### src/cbm_pkg.sv
// Constants and types shared by the block-move and opcode-decode core
package cbm_pkg;

	// Register byte offsets on the bus
	localparam logic [7:0]  REG_CTRL    = 8'h00;
	localparam logic [7:0]  REG_COUNT   = 8'h04;
	localparam logic [7:0]  REG_SRC     = 8'h08;
	localparam logic [7:0]  REG_DST     = 8'h0c;
	localparam logic [7:0]  REG_STATUS  = 8'h10;
	localparam logic [7:0]  REG_OPCODE  = 8'h14;
	localparam logic [7:0]  REG_DECODE  = 8'h18;
	localparam logic [7:0]  REG_OPA     = 8'h1c;
	localparam logic [7:0]  REG_OPB     = 8'h20;
	localparam logic [7:0]  REG_FLAGS   = 8'h24;

	// Control and status fields, control reset value and mask
	localparam int unsigned CTRL_START  = 0;
	localparam int unsigned CTRL_WORD   = 1;
	localparam int unsigned CTRL_EXR    = 2;
	localparam int unsigned CTRL_ZIN    = 3;
	localparam int unsigned CTRL_ANNOT  = 4;
	localparam int unsigned CTRL_NSAVE  = 8;
	localparam logic [31:0] CTRL_RESET  = 32'h0000_0000;
	localparam logic [31:0] CTRL_MASK   = 32'h0000_071e;
	localparam int unsigned STAT_BUSY   = 0;
	localparam int unsigned STAT_STATES = 14;

	// Opcode bytes and nibbles
	localparam logic [7:0]  OP_ADD_B_RR = 8'h08;
	localparam logic [7:0]  OP_ADD_L_RR = 8'h0a;
	localparam logic [7:0]  OP_ADD_SMALL_TO_ADDRESS_REG     = 8'h0b;
	localparam logic [7:0]  OP_IMM_L    = 8'h7a;
	localparam logic [7:0]  OP_BRA8     = 8'h40;
	localparam logic [7:0]  OP_BRA16    = 8'h58;
	localparam logic [7:0]  OP_BRA16_2  = 8'h00;
	localparam logic [3:0]  SUB_ADD_IMM = 4'h1;
	localparam logic [3:0]  SUB_AND_IMM = 4'h6;
	localparam logic [3:0]  ADD_SMALL_TO_ADDRESS_REG_BY1    = 4'h0;
	localparam logic [3:0]  ADD_SMALL_TO_ADDRESS_REG_BY2    = 4'h8;
	localparam logic [3:0]  ADD_SMALL_TO_ADDRESS_REG_BY4    = 4'h9;
	localparam logic [3:0]  LEN_2       = 4'h2;
	localparam logic [3:0]  LEN_4       = 4'h4;
	localparam logic [3:0]  LEN_6       = 4'h6;

	// State accounting and half-carry bit position
	localparam logic [17:0] MOVE_BASE_STATES = 18'h00004;
	localparam logic [17:0] MOVE_BYTE_STATES = 18'h00002;
	localparam logic [3:0]  SAVE_BASE_STATES = 4'h3;
	localparam logic [3:0]  SAVE_REG_STATES  = 4'h2;
	localparam logic [2:0]  SAVE_MIN_REGS    = 3'h2;
	localparam logic [2:0]  SAVE_MAX_REGS    = 3'h4;
	localparam int unsigned HALF_BIT         = 11;

	// Buffer shape
	localparam int unsigned FIFO_W = 8;
	localparam int unsigned FIFO_D = 16;

	typedef enum logic [3:0] {
		CLS_NONE      = 4'b0000,
		CLS_ADD_B_RR  = 4'b0001,
		CLS_ADD_L_RR  = 4'b0010,
		CLS_ADD_L_IMM = 4'b0011,
		CLS_AND_L_IMM = 4'b0100,
		CLS_ADD_SMALL_TO_ADDRESS_REG      = 4'b0101,
		CLS_BRA8      = 4'b0110,
		CLS_BRA16     = 4'b0111
	} cbm_class_type;

	typedef enum logic [0:0] {
		MV_IDLE = 1'b0,
		MV_RUN  = 1'b1
	} cbm_move_state_type;

endpackage

### src/cbm_stream_if.sv
// Valid/ready byte stream between the move engine and its buffer
interface cbm_stream_if;
	import cbm_pkg::*;
	logic              valid;
	logic              ready;
	logic [FIFO_W-1:0] data;
	modport source (output valid, output data, input ready);
	modport sink   (input valid, input data, output ready);
endinterface

### src/cbm_core.sv
// Block-move engine, opcode decoder and flag helpers behind a Wishbone slave
//
// The Wishbone register port and the placing of the registers were left to the implementer.
module cbm_core
	import cbm_pkg::*;
(
	input  wire logic        i_clk,          // System clock, 200 MHz
	input  wire logic        i_rstn,         // Asynchronous reset, active low
	input  wire logic        i_ce,           // Clock enable, freezes state when low
	input  wire logic        i_wb_cyc,       // Wishbone cycle
	input  wire logic        i_wb_stb,       // Wishbone strobe
	input  wire logic        i_wb_we,        // Wishbone write enable
	input  wire logic [7:0]  i_wb_adr,       // Wishbone byte address
	input  wire logic [31:0] i_wb_dat,       // Wishbone write data
	input  wire logic [3:0]  i_wb_sel,       // Wishbone byte lanes
	output logic      [31:0] o_wb_dat,       // Wishbone read data
	output logic             o_wb_ack,       // Wishbone acknowledge
	output logic             o_mem_rd_req,   // Memory read request, held to ack
	output logic      [31:0] o_mem_rd_adr,   // Memory read address
	input  wire logic        i_mem_rd_ack,   // Memory read answer
	input  wire logic [7:0]  i_mem_rd_dat,   // Memory read byte
	output logic             o_mem_wr_req,   // Memory write request, held to ack
	output logic      [31:0] o_mem_wr_adr,   // Memory write address
	output logic      [7:0]  o_mem_wr_dat,   // Memory write byte
	input  wire logic        i_mem_wr_ack,   // Memory write answer
	output logic             o_busy          // Block move in progress
);

	logic               rst_meta_q;
	logic               rst_n_q;
	logic               ack_q;
	logic [31:0]        rdat_q;
	logic [31:0]        rdat_d;
	logic [31:0]        ctrl_q;
	logic [15:0]        count_q;
	logic [31:0]        src_q;
	logic [31:0]        dst_q;
	logic [31:0]        opcode_q;
	logic [15:0]        opa_q;
	logic [15:0]        opb_q;
	logic [17:0]        states_q;
	logic [15:0]        rd_left_q;
	logic               word_q;
	logic               rd_req_q;
	logic               wr_req_q;
	logic [7:0]         wr_dat_q;
	cbm_move_state_type mv_q;
	logic               req;
	logic               wr;
	logic [5:0]         widx;
	logic               idle;
	logic               start;
	logic [15:0]        n_init;
	logic [15:0]        mv_cnt;
	logic               rd_go;
	logic               wr_done;
	logic               last_wr;
	logic               word_sel;
	cbm_class_type      cls;
	logic [3:0]         len;
	logic [3:0]         rs_f;
	logic [3:0]         rd_f;
	logic [2:0]         inc;
	logic [7:0]         b1;
	logic [7:0]         b2;
	logic [2:0]         nsave;
	logic               extra;
	logic [3:0]         save_states;
	logic [12:0]        half_sum;
	logic               half_carry;
	logic               half_borrow;
	logic [7:0]         x_sum;
	logic [7:0]         x_diff;
	logic               z_addx;
	logic               z_subx;
	logic [15:0]        dvd_abs;
	logic [15:0]        dvs_ext;
	logic [15:0]        dvs_abs;
	logic               dvs_neg;
	logic               dvs_zero;
	logic               quo_neg;
	logic [31:0]        flags;

	cbm_stream_if fin ();
	cbm_stream_if fout ();

	// Merge a bus write into a register, lane by lane
	function automatic logic [31:0] lanes(input logic [31:0] old, input logic [31:0] nw,
		input logic [3:0] sel);
		logic [31:0] r;
		r = old;
		for (int i = 0; i < 4; i++) begin
			if (sel[i]) begin
				r[8*i +: 8] = nw[8*i +: 8];
			end
		end
		return r;
	endfunction

	// Reset release passes two flops so no flop leaves reset on a ragged edge
	always_ff @(posedge i_clk or negedge i_rstn) begin
		if (!i_rstn) begin
			rst_meta_q <= 1'b0;
			rst_n_q    <= 1'b0;
		end else if (i_ce) begin
			rst_meta_q <= 1'b1;
			rst_n_q    <= rst_meta_q;
		end
	end

	// Bus request decode; ack follows one cycle after the request
	assign req   = i_wb_cyc & i_wb_stb & ~ack_q;
	assign wr    = req & i_wb_we;
	assign widx  = i_wb_adr[7:2];
	assign idle  = (mv_q == MV_IDLE);
	assign start = wr & (widx == REG_CTRL[7:2]) & i_wb_sel[0] & i_wb_dat[CTRL_START] & idle;

	always_ff @(posedge i_clk or negedge rst_n_q) begin
		if (!rst_n_q) begin
			ack_q  <= 1'b0;
			rdat_q <= 32'h0000_0000;
		end else if (i_ce) begin
			ack_q  <= req;
			rdat_q <= req ? rdat_d : 32'h0000_0000;
		end
	end

	assign o_wb_ack = ack_q;
	assign o_wb_dat = rdat_q;

	// Software registers; pointer and count are locked while a move runs
	always_ff @(posedge i_clk or negedge rst_n_q) begin
		if (!rst_n_q) begin
			ctrl_q   <= CTRL_RESET;
			src_q    <= 32'h0000_0000;
			dst_q    <= 32'h0000_0000;
			opcode_q <= 32'h0000_0000;
			opa_q    <= 16'h0000;
			opb_q    <= 16'h0000;
		end else if (i_ce) begin
			if (wr && widx == REG_CTRL[7:2]) begin
				ctrl_q <= lanes(ctrl_q, i_wb_dat, i_wb_sel) & CTRL_MASK;
			end
			if (wr && widx == REG_OPCODE[7:2]) begin
				opcode_q <= lanes(opcode_q, i_wb_dat, i_wb_sel);
			end
			if (wr && widx == REG_OPA[7:2]) begin
				opa_q <= 16'(lanes({16'h0000, opa_q}, i_wb_dat, i_wb_sel));
			end
			if (wr && widx == REG_OPB[7:2]) begin
				opb_q <= 16'(lanes({16'h0000, opb_q}, i_wb_dat, i_wb_sel));
			end
			if (wr && idle && widx == REG_SRC[7:2]) begin
				src_q <= lanes(src_q, i_wb_dat, i_wb_sel);
			end else if (rd_req_q && i_mem_rd_ack) begin
				src_q <= src_q + 32'h0000_0001;
			end
			if (wr && idle && widx == REG_DST[7:2]) begin
				dst_q <= lanes(dst_q, i_wb_dat, i_wb_sel);
			end else if (wr_done) begin
				dst_q <= dst_q + 32'h0000_0001;
			end
		end
	end

	// Transfer size: the form bit comes from the starting write itself, not the stale register
	assign word_sel = i_wb_sel[0] ? i_wb_dat[CTRL_WORD] : ctrl_q[CTRL_WORD];
	assign n_init  = word_sel ? count_q : {8'h00, count_q[7:0]};
	assign mv_cnt  = word_q ? count_q : {8'h00, count_q[7:0]};
	assign wr_done = wr_req_q & i_mem_wr_ack;
	assign last_wr = wr_done & (mv_cnt == 16'h0001);

	// Count register; byte form leaves the high byte untouched
	always_ff @(posedge i_clk or negedge rst_n_q) begin
		if (!rst_n_q) begin
			count_q <= 16'h0000;
		end else if (i_ce) begin
			if (wr && idle && widx == REG_COUNT[7:2]) begin
				count_q <= 16'(lanes({16'h0000, count_q}, i_wb_dat, i_wb_sel));
			end else if (wr_done && word_q) begin
				count_q <= count_q - 16'h0001;
			end else if (wr_done) begin
				count_q[7:0] <= count_q[7:0] - 8'h01;
			end
		end
	end

	// Move sequencer; a zero count ends at once, with only the base states charged
	always_ff @(posedge i_clk or negedge rst_n_q) begin
		if (!rst_n_q) begin
			mv_q     <= MV_IDLE;
			word_q   <= 1'b0;
			states_q <= 18'h00000;
		end else if (i_ce) begin
			unique case (mv_q)
				MV_IDLE: begin
					if (start) begin
						word_q   <= word_sel;
						// Figures assume on-chip code and operands; memory stalls are not charged
						states_q <= MOVE_BASE_STATES + MOVE_BYTE_STATES * {2'b00, n_init};
						if (n_init != 16'h0000) begin
							mv_q <= MV_RUN;
						end
					end
				end
				MV_RUN: begin
					if (last_wr) begin
						mv_q <= MV_IDLE;
					end
				end
			endcase
		end
	end

	// Read side runs ahead into the buffer and stalls when it is full
	assign rd_go = (mv_q == MV_RUN) & (rd_left_q != 16'h0000) & ~rd_req_q & fin.ready;

	always_ff @(posedge i_clk or negedge rst_n_q) begin
		if (!rst_n_q) begin
			rd_left_q <= 16'h0000;
			rd_req_q  <= 1'b0;
		end else if (i_ce) begin
			if (start) begin
				rd_left_q <= n_init;
			end else if (rd_go) begin
				rd_left_q <= rd_left_q - 16'h0001;
			end
			if (rd_go) begin
				rd_req_q <= 1'b1;
			end else if (i_mem_rd_ack) begin
				rd_req_q <= 1'b0;
			end
		end
	end

	// Ready was high when the read issued and only pops happen meanwhile
	assign fin.valid = rd_req_q & i_mem_rd_ack;
	assign fin.data  = i_mem_rd_dat;

	cbm_fifo #(
		.WIDTH (FIFO_W),
		.DEPTH (FIFO_D)
	) u_fifo (
		.i_clk  (i_clk),
		.i_rstn (rst_n_q),
		.i_ce   (i_ce),
		.s_in   (fin),
		.s_out  (fout)
	);

	// Write side takes one byte at a time; a slow write ack backs up the buffer
	assign fout.ready = (mv_q == MV_RUN) & ~wr_req_q;

	always_ff @(posedge i_clk or negedge rst_n_q) begin
		if (!rst_n_q) begin
			wr_req_q <= 1'b0;
			wr_dat_q <= 8'h00;
		end else if (i_ce) begin
			if (fout.valid && fout.ready) begin
				wr_req_q <= 1'b1;
				wr_dat_q <= fout.data;
			end else if (i_mem_wr_ack) begin
				wr_req_q <= 1'b0;
			end
		end
	end

	assign o_mem_rd_req = rd_req_q;
	assign o_mem_rd_adr = src_q;
	assign o_mem_wr_req = wr_req_q;
	assign o_mem_wr_adr = dst_q;
	assign o_mem_wr_dat = wr_dat_q;
	assign o_busy       = ~idle;

	// Decoder looks at the first two bytes only, so length is ready before extensions
	assign b1 = opcode_q[31:24];
	assign b2 = opcode_q[23:16];

	always_comb begin
		cls  = CLS_NONE;
		len  = 4'h0;
		rs_f = b2[7:4];
		rd_f = b2[3:0];
		inc  = 3'h0;
		case (b1)
			OP_ADD_B_RR: begin
				cls = CLS_ADD_B_RR;
				len = LEN_2;
			end
			OP_ADD_L_RR: begin
				if (b2[7] && !b2[3]) begin
					cls  = CLS_ADD_L_RR;
					len  = LEN_2;
					rs_f = {1'b0, b2[6:4]};
				end
			end
			OP_ADD_SMALL_TO_ADDRESS_REG: begin
				if (!b2[3]) begin
					len = LEN_2;
					cls = CLS_ADD_SMALL_TO_ADDRESS_REG;
					case (b2[7:4])
						ADD_SMALL_TO_ADDRESS_REG_BY1: inc = 3'h1;
						ADD_SMALL_TO_ADDRESS_REG_BY2: inc = 3'h2;
						ADD_SMALL_TO_ADDRESS_REG_BY4: inc = 3'h4;
						default: begin
							cls = CLS_NONE;
							len = 4'h0;
						end
					endcase
				end
			end
			OP_IMM_L: begin
				if (!b2[3] && b2[7:4] == SUB_ADD_IMM) begin
					cls = CLS_ADD_L_IMM;
					len = LEN_6;
				end else if (!b2[3] && b2[7:4] == SUB_AND_IMM) begin
					cls = CLS_AND_L_IMM;
					len = LEN_6;
				end
			end
			OP_BRA8: begin
				cls = CLS_BRA8;
				len = LEN_2;
			end
			OP_BRA16: begin
				if (b2 == OP_BRA16_2) begin
					cls = CLS_BRA16;
					len = LEN_4;
				end
			end
			default: begin
				cls = CLS_NONE;
			end
		endcase
	end

	// Save or restore timing: two states per register plus three, one more with EXR and ANNOT both set, for two to four registers only; other counts give zero
	assign nsave       = ctrl_q[CTRL_NSAVE +: 3];
	assign extra       = ctrl_q[CTRL_EXR] & ctrl_q[CTRL_ANNOT];
	assign save_states = (nsave >= SAVE_MIN_REGS && nsave <= SAVE_MAX_REGS) ?
		SAVE_BASE_STATES + SAVE_REG_STATES * {1'b0, nsave} + {3'h0, extra} : 4'h0;

	// Word half-carry and half-borrow look only at the low twelve bits
	assign half_sum    = {1'b0, opa_q[HALF_BIT:0]} + {1'b0, opb_q[HALF_BIT:0]};
	assign half_carry  = half_sum[HALF_BIT+1];
	assign half_borrow = (opa_q[HALF_BIT:0] < opb_q[HALF_BIT:0]);

	// Extended add and subtract can only clear zero, so multi-byte results chain
	assign x_sum  = opa_q[7:0] + opb_q[7:0];
	assign x_diff = opa_q[7:0] - opb_q[7:0];
	assign z_addx = ctrl_q[CTRL_ZIN] & (x_sum == 8'h00);
	assign z_subx = ctrl_q[CTRL_ZIN] & (x_diff == 8'h00);

	// Division by byte divisor; sign of quotient found by magnitude compare
	assign dvs_ext  = {{8{opb_q[7]}}, opb_q[7:0]};
	assign dvs_abs  = opb_q[7] ? (16'h0000 - dvs_ext) : dvs_ext;
	assign dvd_abs  = opa_q[15] ? (16'h0000 - opa_q) : opa_q;
	assign dvs_neg  = opb_q[7];
	assign dvs_zero = (opb_q[7:0] == 8'h00);
	assign quo_neg  = ~dvs_zero & (opa_q[15] ^ opb_q[7]) & (dvd_abs >= dvs_abs);

	assign flags = {26'h0, quo_neg, dvs_zero, dvs_neg, z_subx, z_addx, half_carry}
		| {25'h0, half_borrow, 6'h00};

	// Read multiplexer; unmapped words read as zero
	always_comb begin
		rdat_d = 32'h0000_0000;
		case (widx)
			REG_CTRL[7:2]:   rdat_d = ctrl_q;
			REG_COUNT[7:2]:  rdat_d = {16'h0000, count_q};
			REG_SRC[7:2]:    rdat_d = src_q;
			REG_DST[7:2]:    rdat_d = dst_q;
			REG_STATUS[7:2]: rdat_d = {states_q, 13'h0000, ~idle};
			REG_OPCODE[7:2]: rdat_d = opcode_q;
			REG_DECODE[7:2]: rdat_d = {8'h00, save_states, 1'b0, inc, rd_f, rs_f, len, cls};
			REG_OPA[7:2]:    rdat_d = {16'h0000, opa_q};
			REG_OPB[7:2]:    rdat_d = {16'h0000, opb_q};
			REG_FLAGS[7:2]:  rdat_d = flags;
			default:         rdat_d = 32'h0000_0000;
		endcase
	end

endmodule

### src/cbm_fifo.sv
// Byte buffer between memory reads and memory writes
module cbm_fifo
	import cbm_pkg::*;
#(
	parameter int unsigned WIDTH = FIFO_W,
	parameter int unsigned DEPTH = FIFO_D
) (
	input  wire logic     i_clk,   // System clock
	input  wire logic     i_rstn,  // Synchronised reset, active low
	input  wire logic     i_ce,    // Clock enable
	cbm_stream_if.sink    s_in,    // Filling side
	cbm_stream_if.source  s_out    // Draining side
);
	localparam int unsigned AW = $clog2(DEPTH);

	logic [WIDTH-1:0] mem_q [DEPTH];
	logic [AW-1:0]    wr_q;
	logic [AW-1:0]    rd_q;
	logic [AW:0]      cnt_q;
	logic             push;
	logic             pop;

	// Full and empty come straight from the occupancy count
	assign s_in.ready  = (cnt_q != (AW+1)'(DEPTH));
	assign s_out.valid = (cnt_q != '0);
	assign s_out.data  = mem_q[rd_q];
	assign push        = s_in.valid & s_in.ready;
	assign pop         = s_out.valid & s_out.ready;

	// Storage needs no reset; empty slots are never read
	always_ff @(posedge i_clk) begin
		if (i_ce && push) begin
			mem_q[wr_q] <= s_in.data;
		end
	end

	// Pointers wrap naturally since depth is a power of two
	always_ff @(posedge i_clk or negedge i_rstn) begin
		if (!i_rstn) begin
			wr_q  <= '0;
			rd_q  <= '0;
			cnt_q <= '0;
		end else if (i_ce) begin
			if (push) begin
				wr_q <= wr_q + AW'(1);
			end
			if (pop) begin
				rd_q <= rd_q + AW'(1);
			end
			if (push && !pop) begin
				cnt_q <= cnt_q + (AW+1)'(1);
			end else if (pop && !push) begin
				cnt_q <= cnt_q - (AW+1)'(1);
			end
		end
	end

endmodule

### config.mk
export PLATFORM = sky130hd
export DESIGN_NAME = cbm_core
export DESIGN_NICKNAME = d
export VERILOG_FILES = /design/src/cbm_pkg.sv /design/src/cbm_stream_if.sv /design/src/cbm_core.sv /design/src/cbm_fifo.sv
export SDC_FILE = /design/constraint.sdc
export NUM_CORES = 1
export LEC_CHECK = 0
export ABC_AREA = 1
export BUFFER_PORTS_ARGS = -buffer_cell sky130_fd_sc_hd__buf_2
export CELL_PAD_IN_SITES_DETAIL_PLACEMENT = 2
export CELL_PAD_IN_SITES_GLOBAL_PLACEMENT = 2
export CORE_MARGIN = 5
export CORE_UTILIZATION = 30
export DETAILED_ROUTE_END_ITERATION = 16
export PLACE_DENSITY = 0.69
export RECOVER_POWER = 100
export SYNTH_ARGS = -nofsm -noshare
export SYNTH_HDL_FRONTEND = slang
export SYNTH_SLANG_ARGS = --single-unit
### constraint.sdc
create_clock -name i_clk -period 7.8 [get_ports i_clk]
set_input_delay 0 -clock i_clk [delete_from_list [all_inputs] [get_ports i_clk]]
set_output_delay 0 -clock i_clk [all_outputs]
set_load 0.05 [all_outputs]
==> flow_summary.toml, run 1 <==
[synth]
synth_edf_count = 128
synthArstFlopShare_pct = 65.6
synthFlopType = "dfrtp_1"
synth_commonest_cells = "nand2_1, nor2_1, o21ai_0"
synth_cell_types = 51
synth_most_common_cell = "nand2_1"
syn_area_um2 = 21600
synthCells = 2775
yosysWarnings = 0
ys_ff_latch = 372
ys_top_cells_by_area = "dfrtp_1, edfxtp_1, nand2_1"
syn_area_per_cell_um2 = 7.78
synth_top_area_share_pct = 28.3
synth_top_area_cell = "dfrtp_1"
ys_seq_area_share_pct = 46.1

[timing]
hold_violations = 0
clock.fmax_ghz = 0.195
fin_setup_tns_ns = 0
worst-slew-pin-transition_ns = 2.35
rsz0062_at_grt = "false"
slew_violations = 164
period_minus_slack_ns = 5.12
clock-skew-final_ns = 0.0152
relSlewSlack_pct = -56.7
setup_viol = 0
period_share_pct = 65.6

[status]
violations = "capacitance limit, slew limit"
status = "finished, violations left"

[floorplan]
core_um2 = 71400
pin_count = 168
rows = 98
start_util_pct = 30.2
chipWidth_um = 278
die_h_um = 278
die-area_um2 = 77400

[setup_path]
end_kind = "flip-flop"
crit_type = "in -> reg"
crit_fanout = 35
crit_arrival_ns = 5.59
crit_path_start_kind = "primary input"
critical_path_required_ns = 8.27

[place]
postPlaceCellArea_um2 = 23300
port_buffers = 165
dp_hpwl_um = 71400
gp_congestion = 0.893

[clock_tree]
cts_root_buf = "clkbuf_16"
cts_max_path_buffers = 3
worstSkewPairLatency_ns = 0.61
htreeDepth = 2
path_clk_slew_ns = 0.06
post_cts_buffers = 0
cts_tree = "yes"
cts_sinks = 372
cts_buffers = 46

[route]
vias_per_cell = 5.26
first_pass_iters = 5
vias = 20815
wirelength_um = 96300
drcViolationCount = 0
drtAntennaViolNets = 0
drtIter0Drc = 1219
avgRoutedWirePerCell_um = 24.3

[hold_path]
hold_path.class = "in -> reg"

[global_route]
grt_max_degree = 154
gr-total-overflow = 0
grt_use_total_pct = 24.1
antenna_found_initial = 1
grt_pass1_wl_um = 144000
grt_pass1_vias = 22465

[power_and_ir_drop]
powerDensity_nw_per_um2 = 283
peakVddDrop_uv = 233
total_power_mw = 7.13
power_leakage_nw = 10.9

[cells_and_area]
area_delta_synth_final_pct = 16.7
design_area_um2 = 25200
drive_gt1_share_pct = 5.52
nets = 3093
final_util_pct = 35.3

[flow_run]
cap_violations = 5
-- repair_timing --
item	in CTS	in global routing
endpoints found under the hold margin	221	0
hold buffers	56	0
resized for setup	0	0
-- layout make-up --
type	count	area (um2)
clock buffers	61	1270
repair buffers	233	1320
multi-input cells	2030	10000
flip-flops and latches	372	9950
clock inverters	25	324
inverters	288	1080
fillers	8284	46200
diodes	1	2.50
well taps	950	1190
-- power by group --
group | total (mW) | leakage (nW) | internal, mW | switching (mW)
Clock | 2.30 | 0.771 | 1.35 | 0.950
Combinational | 2.27 | 5.76 | 0.584 | 1.68
Sequential | 2.56 | 4.38 | 2.24 | 0.322
Total | 7.13 | 10.9 | 4.18 | 2.96
-- registers in the layout (all words and copies together) (netlist names), 16 cells and up --
register      cells
o_mem_rd_adr     32
o_wb_dat         32
o_mem_wr_adr     32
rd_left_q        16
count_q          16
opcode_q         32
opa_q            16
states_q         17
opb_q            16
u_fifo.mem_q    128
-- logic make-up after synthesis --
kind of cell / share of synthesized area (%)
AND/OR/NAND/NOR: 26.2
AO/OA/AOI/OAI: 14.0
buffers and inverters: 7.03
flip-flops: 46.1
XOR/XNOR: 2.96
adder cells (fa/ha/maj): 3.70
other: 0.0174
-- worst paths after layout --
kind	from	end	slack, ns	cells after the start
max	i_ce	rd_left_q[8]	2.68	9
min reg2reg	rst_meta_q	rst_meta_q	0.48	1
min in group asynchronous	i_rstn	rst_meta_q	0.25	3
min	i_wb_dat[8]	opa_q[8]	0.03	3
max in group asynchronous	rst_n_q	rd_left_q[2]	5.27	1
max reg2reg	o_wb_ack	rd_left_q[8]	3.02	10
-- layer usage --
layer | routed length (um) | track usage, %
met2 | 47800 | 42.6
met5 | 0 | 0
met3 | 3370 | 2.93
met1 | 42600 | 31.5
met4 | 2480 | 5.77
-- per-stage QoR --
stage               hold WS, ns  std cells  worst slack [ns]
floorplan                -0.296       2782             0.477
global placement         -0.215       3817              4.53
detailed placement       -0.212       3817              4.39
CTS                      0.0228       3959              4.46
global route             0.0192       3959              2.24
finish                   0.0348       3960              2.68
-- layout by cell type, fill, tap and decap left out, drive strengths merged, types with 2 or more instances in the layout --
master,n
xnor2,11
conb,8
dlygate4sd3,56
a21oi,78
or2,6
clkinvlp,3
o2111ai,4
a31oi,2
dfrtp,244
o21ai,320
inv,283
o211ai,29
xor2,62
bufinv,6
nand2,757
nand3,173
o21a,3
o22ai,47
buf,55
a211oi,4
a22oi,15
fa,3
nand3b,3
a21o,2
o21bai,2
o221ai,23
clkinv,21
ha,59
nor2,326
clkbuf,183
edfxtp,128
nand4,48
nor3,42
-- worst max-delay path, cell delays in order --
cell and delay, ns:
dlygate4sd3_1 0.53, clkbuf_1 0.45, inv_1 0.56, clkbuf_1 1.48, nor2_1 0.46, inv_1 0.82
nand2_1 0.74, inv_2 0.36, o21ai_0 0.12
(Power assumes the default switching activity.)
==> run 2: changes to the inputs <==
--- a/config.mk
+++ b/config.mk
@@ -12,7 +12,7 @@
 export CORE_MARGIN = 5
 export CORE_UTILIZATION = 30
 export DETAILED_ROUTE_END_ITERATION = 16
-export PLACE_DENSITY = 0.69
+export PLACE_DENSITY = 0.66
 export RECOVER_POWER = 100
 export SYNTH_ARGS = -nofsm -noshare
 export SYNTH_HDL_FRONTEND = slang
==> constraint.sdc (replaced) <==
create_clock -name i_clk -period 5.13 [get_ports i_clk]
set_input_delay 0 -clock i_clk [delete_from_list [all_inputs] [get_ports i_clk]]
set_output_delay 0 -clock i_clk [all_outputs]
set_load 0.05 [all_outputs]
==> run 2 against run 1 <==
- design area barely moved
- sequential power rose by 53%
- highest routed layer is now met5
- the run still ends with capacitance limit, slew limit left
- utilization barely moved
==> flow_summary.toml, run 2 (synthesis results as in run 1) <==
[status]
status = "finished, violations left"
violations = "capacitance limit, slew limit"

[global_route]
grt_pass1_wl_um = 145000
grt_use_total_pct = 24.3
grt_max_degree = 137
grt_pass1_vias = 22801
antenna_found_initial = 6
gr-total-overflow = 0

[clock_tree]
cts_buffers = 48
cts_tree = "yes"
htreeDepth = 2
cts_root_buf = "clkbuf_16"
cts_max_path_buffers = 3
path_clk_slew_ns = 0.06
worstSkewPairLatency_ns = 0.61
cts_sinks = 372
cts_resized = 0

[setup_path]
crit_path_start_kind = "flip-flop"
critical_path_required_ns = 5.60
crit_type = "reg -> reg"
r2r_slack_ns = 1.04
cp_cell_sequence = "inv_1 > nand4_1 > nor2_1 > nand4_1 > nor2_1 > inv_2 > nand2_4 > inv_2 > nand2_1 > o21ai_0"
end_kind = "flip-flop"
slowest_delay_ns = 0.90
crit_arrival_ns = 4.56
crit_fanout = 26
crit_path_top_delay_cell = "nand4_1"

[cells_and_area]
drive_gt1_share_pct = 5.82
final_cell_mix = "nand2_1, nor2_1, o21ai_0"
area_delta_synth_final_pct = 16.7
largest_reg_flops = 128
nets = 3089
largest-register = "u_fifo.mem_q"
finalNonFillerCells = 3958
final_common_cell = "nand2_1"

[flow_run]
cap_violations = 4

[floorplan]
pin_count = 168
die-area_um2 = 77400
rows = 98
core_um2 = 71400
start_util_pct = 30.2
die_h_um = 278
chipWidth_um = 278

[timing]
relSlewSlack_pct = -50.5
worst-slew-pin-transition_ns = 2.26
hold_violations = 0
clock.fmax_ghz = 0.245
slew_violations = 243
fin_setup_tns_ns = 0
clock-skew-final_ns = 0.0319
setup_viol = 0
period_share_pct = 79.7
period_minus_slack_ns = 4.09
final.setup.worst_slack_ns = 1.04
rsz0062_at_grt = "false"

[route]
drtAntennaViolNets = 0
drtIter0Drc = 1050
first_pass_iters = 5
wirelength_um = 96600
vias_per_cell = 5.25
avgRoutedWirePerCell_um = 24.4
vias = 20780
drcViolationCount = 0

[place]
dp_hpwl_um = 72000
dp_cells = 3815
dp_slack_ns = 1.81
gp_congestion = 0.904
port_buffers = 165

[power_and_ir_drop]
power_leakage_nw = 10.9
peakVddDrop_uv = 374
powerDensity_nw_per_um2 = 430

[hold_path]
hold_path.class = "in -> reg"
run 2: final timing paths:
path / startpoint / end / depth (start not counted)
hold / removal: i_wb_dat[2] / ctrl_q[2] / 3
hold reg to reg: rst_meta_q / rst_n_q / 2
max in group asynchronous: rst_n_q / o_mem_wr_adr[21] / 1
setup reg to reg: o_wb_ack / rd_left_q[8] / 10
min in group asynchronous: i_rstn / rst_n_q / 3
setup / recovery: o_wb_ack / rd_left_q[8] / 10
run 2: layout make-up:
type,count,area [um2]
fill,8315,46200
multi-input combinational,2030,10100
sequential,372,9950
clock buffer,66,1360
timing repair buffer,227,1270
tap,950,1190
inverter,288,1080
clock inverter,23,269
antenna,2,5.00
run 2: through the flow:
step,hold WS (ns),instance area [um2],power [mW],util (%)
after detailed placement,-0.208,23300,7.40,32.6
final,0.0296,25200,10.8,35.3
after floorplan,-0.296,21600,6.10,-
after CTS,0.0133,25400,11.0,35.7
after global placement,-0.213,23300,7.24,32.6
after global routing,0.0130,25200,11.5,35.3
run 2: power by group:
part / total, mW / internal [mW] / leakage, nW / switching, mW
clock: 3.52 / 2.07 / 0.795 / 1.45
combinational: 3.41 / 0.874 / 5.74 / 2.54
sequential: 3.91 / 3.41 / 4.38 / 0.502
total: 10.8 / 6.34 / 10.9 / 4.49
run 2: per-layer routing:
metal | routed length (um) | vias up | track usage, %
met2 | 47400 | 390 | 42.4
met3 | 3580 | 151 | 3.36
met1 | 42400 | 10613 | 31.5
met4 | 3120 | 8 | 7.00
met5 | 41 | - | 0
li1 | - | 9618 | -
run 2: repair_timing:
item,in CTS,in global routing
setup buffers,0,0
hold endpoints to repair,220,0
hold buffers,52,0
run 2: worst max-delay path: cells and delay by family, from the launching register on:
family	cells	cell delay [ns]
compound gates	1	0.08
buf+inv	3	0.57
flops	1	0.38
simple gates	6	2.91
==> run 3: changes to the inputs <==
--- a/config.mk
+++ b/config.mk
@@ -12,7 +12,7 @@
 export CORE_MARGIN = 5
 export CORE_UTILIZATION = 30
 export DETAILED_ROUTE_END_ITERATION = 16
-export PLACE_DENSITY = 0.66
+export PLACE_DENSITY = 0.69
 export RECOVER_POWER = 100
 export SYNTH_ARGS = -nofsm -noshare
 export SYNTH_HDL_FRONTEND = slang
==> constraint.sdc (replaced) <==
create_clock -name i_clk -period 3.6 [get_ports i_clk]
set_input_delay 0 -clock i_clk [delete_from_list [all_inputs] [get_ports i_clk]]
set_output_delay 0 -clock i_clk [all_outputs]
set_load 0.05 [all_outputs]
==> run 3 against run 2 <==
- fmax increased by 19%
- the flow still finishes with violations (capacitance limit, slew limit)
- non-clock buffer count increased by 35
- critical path type unchanged
- clock power rose by 40%
- largest cell class unchanged
- sequential share of layout area fell by 0.30 points
==> flow_summary.toml, run 3 (synthesis results as in run 1) <==
[global_route]
gr-total-overflow = 0
grt_pass1_wl_um = 148000
antenna_found_initial = 2
grt_use_total_pct = 24.6
grt_max_degree = 80
grt_pass1_vias = 23404

[timing]
slew_violations = 156
period_share_pct = 95.2
clock.fmax_ghz = 0.292
period_minus_slack_ns = 3.43
rsz0062_at_grt = "true"
setup_viol = 0
hold_violations = 0
clock-skew-final_ns = 0.0500
worst-slew-pin-transition_ns = 2.14
fin_setup_tns_ns = 0
hold_slack_ns = 0.0159
relSlewSlack_pct = -42.4

[hold_path]
hold_path_depth = 5
hold_end = "rd_left_q[10]"
hold_path.class = "in -> reg"
min-delay-start = "i_wb_dat[0]"

[power_and_ir_drop]
switchingPower_mw = 6.45
pwr-share-seq_pct = 36.0
powerDensity_nw_per_um2 = 610
clockPowerShare_pct = 31.9
peakVddDrop_uv = 349
p_int_mw = 9.03
total_power_mw = 15.5
power_leakage_nw = 11.0
p_comb_share_pct = 32.1
swShare_pct = 41.7

[place]
dp_cells = 3847
dp_hpwl_um = 73300
port_buffers = 165
gp_congestion = 0.901

[route]
first_pass_iters = 5
vias_per_cell = 5.28
wirelength_um = 97400
drcViolationCount = 0
avgRoutedWirePerCell_um = 24.4
drtIter0Drc = 1210
drtAntennaViolNets = 0
vias = 21064

[floorplan]
rows = 98
core_um2 = 71400
start_util_pct = 30.2
die-area_um2 = 77400
chipWidth_um = 278
die_h_um = 278
pin_count = 168

[clock_tree]
cts_tree = "yes"
cts_sinks = 372
worstSkewPairLatency_ns = 0.62
htreeDepth = 2
cts_resized = 0
cts_buffers = 46
cts_root_buf = "clkbuf_16"
cts_max_path_buffers = 3
post_cts_buffers = 0
path_clk_slew_ns = 0.06

[cells_and_area]
largest-register = "u_fifo.mem_q"
area_delta_synth_final_pct = 17.6
drive_gt1_share_pct = 6.39
largest_reg_flops = 128
finalNonFillerCells = 3987
nets = 3122
final_cell_mix = "nand2_1, nor2_1, o21ai_0"
final_common_cell = "nand2_1"

[setup_path]
crit_type = "reg -> reg"
critical_path_required_ns = 4.10
crit_fanout = 31
r2r_slack_ns = 0.17
worstRegToRegCells = 9
end_kind = "flip-flop"
r2r-end = "o_mem_rd_adr[16]"
cp_common_cell = "inv_1"
crit_path_start_kind = "flip-flop"
cp_cell_sequence = "inv_1 > nand4_1 > nor2_1 > nand2_2 > o21ai_2 > inv_1 > o211ai_1 > nand2_1 > dlygate4sd3_1"
cp_top_family = "simple AND/OR/NAND/NOR gates"
crit_path_top_delay_cell = "o21ai_2"
crit_arrival_ns = 3.93
reg2reg_from = "o_wb_ack"
slowest_delay_ns = 0.62
path_buf_inv = 3

[flow_run]
cap_violations = 2

[status]
violations = "capacitance limit, slew limit"
status = "finished, violations left"
run 3: cell count changes in the layout (fill, tap and decap cells not counted), moves of 3 or more:
| cell | before | now |
|---|---|---|
| clkbuf_1 | 126 | 144 |
| clkinv_1 | 12 | 8 |
| dlygate4sd3_1 | 52 | 55 |
| buf_4 | 8 | 18 |
| o21ai_1 | 8 | 18 |
| o21ai_0 | 310 | 298 |
| clkbuf_2 | 1 | 5 |
run 3: worst reg2reg max path: cells and delay by family, from the launching register on:
| kind | cells | cell delay, ns |
|---|---|---|
| AOI/OAI and AO/OA | 2 | 0.82 |
| buffers and inverters | 3 | 0.90 |
| DFF | 1 | 0.37 |
| and+or+nand+nor | 4 | 1.23 |
run 3: power by group through the flow:
stage                     clock network (mW)  logic [mW]  registers [mW]
after CTS                               5.05        5.12            5.55
after global routing                    5.24        5.47            5.64
after floorplan                            0        2.65            6.04
after detailed placement                   0        5.01            5.62
final                                   4.94        4.98            5.57
after global placement                     0        4.76            5.59
run 3: cell type report:
cell class / instances / area, um2
fill: 8378 / 46000
clock inverter: 19 / 278
antenna: 1 / 2.50
tap: 950 / 1190
clock buffer: 65 / 1300
multi-input combinational: 2030 / 10100
inverter: 288 / 1080
sequential: 372 / 9950
timing repair buffer: 262 / 1480
run 3: timing repair:
item	4_1_cts	5_1_grt
hold buffers	55	0
endpoints found under the hold margin	221	0
endpoints found under the setup margin	0	1
run 3: how the worst max path moves through the flow:
stage / start / endpoint / slack (ns) / cells past startpoint
detailed placement: opa_q[1] / o_wb_dat[5] / 0.53 / 20
global placement: opa_q[1] / o_wb_dat[5] / 0.62 / 20
CTS: o_wb_ack / o_mem_rd_adr[16] / 0.24 / 9
floorplan: opa_q[1] / o_wb_dat[5] / 1.11 / 20
finish: o_wb_ack / o_mem_rd_adr[16] / 0.17 / 9
global route: o_wb_ack / o_mem_rd_adr[16] / -0.04 / 9
run 3: stage by stage:
step | setup slack, ns | utilization [%] | area, um2
finish | 0.171 | 35.6 | 25400
global route | -0.0371 | 35.6 | 25400
CTS | 0.240 | 36.0 | 25700
detailed placement | 0.528 | 33.0 | 23500
global placement | 0.616 | 33.0 | 23500
floorplan | 1.11 | - | 21600
run 3: metal layers:
metal	wire, um	GRT usage (%)
met1	42100	31.6
met2	48400	43.7
met3	3810	2.99
met4	3170	7.15
met5	0	0
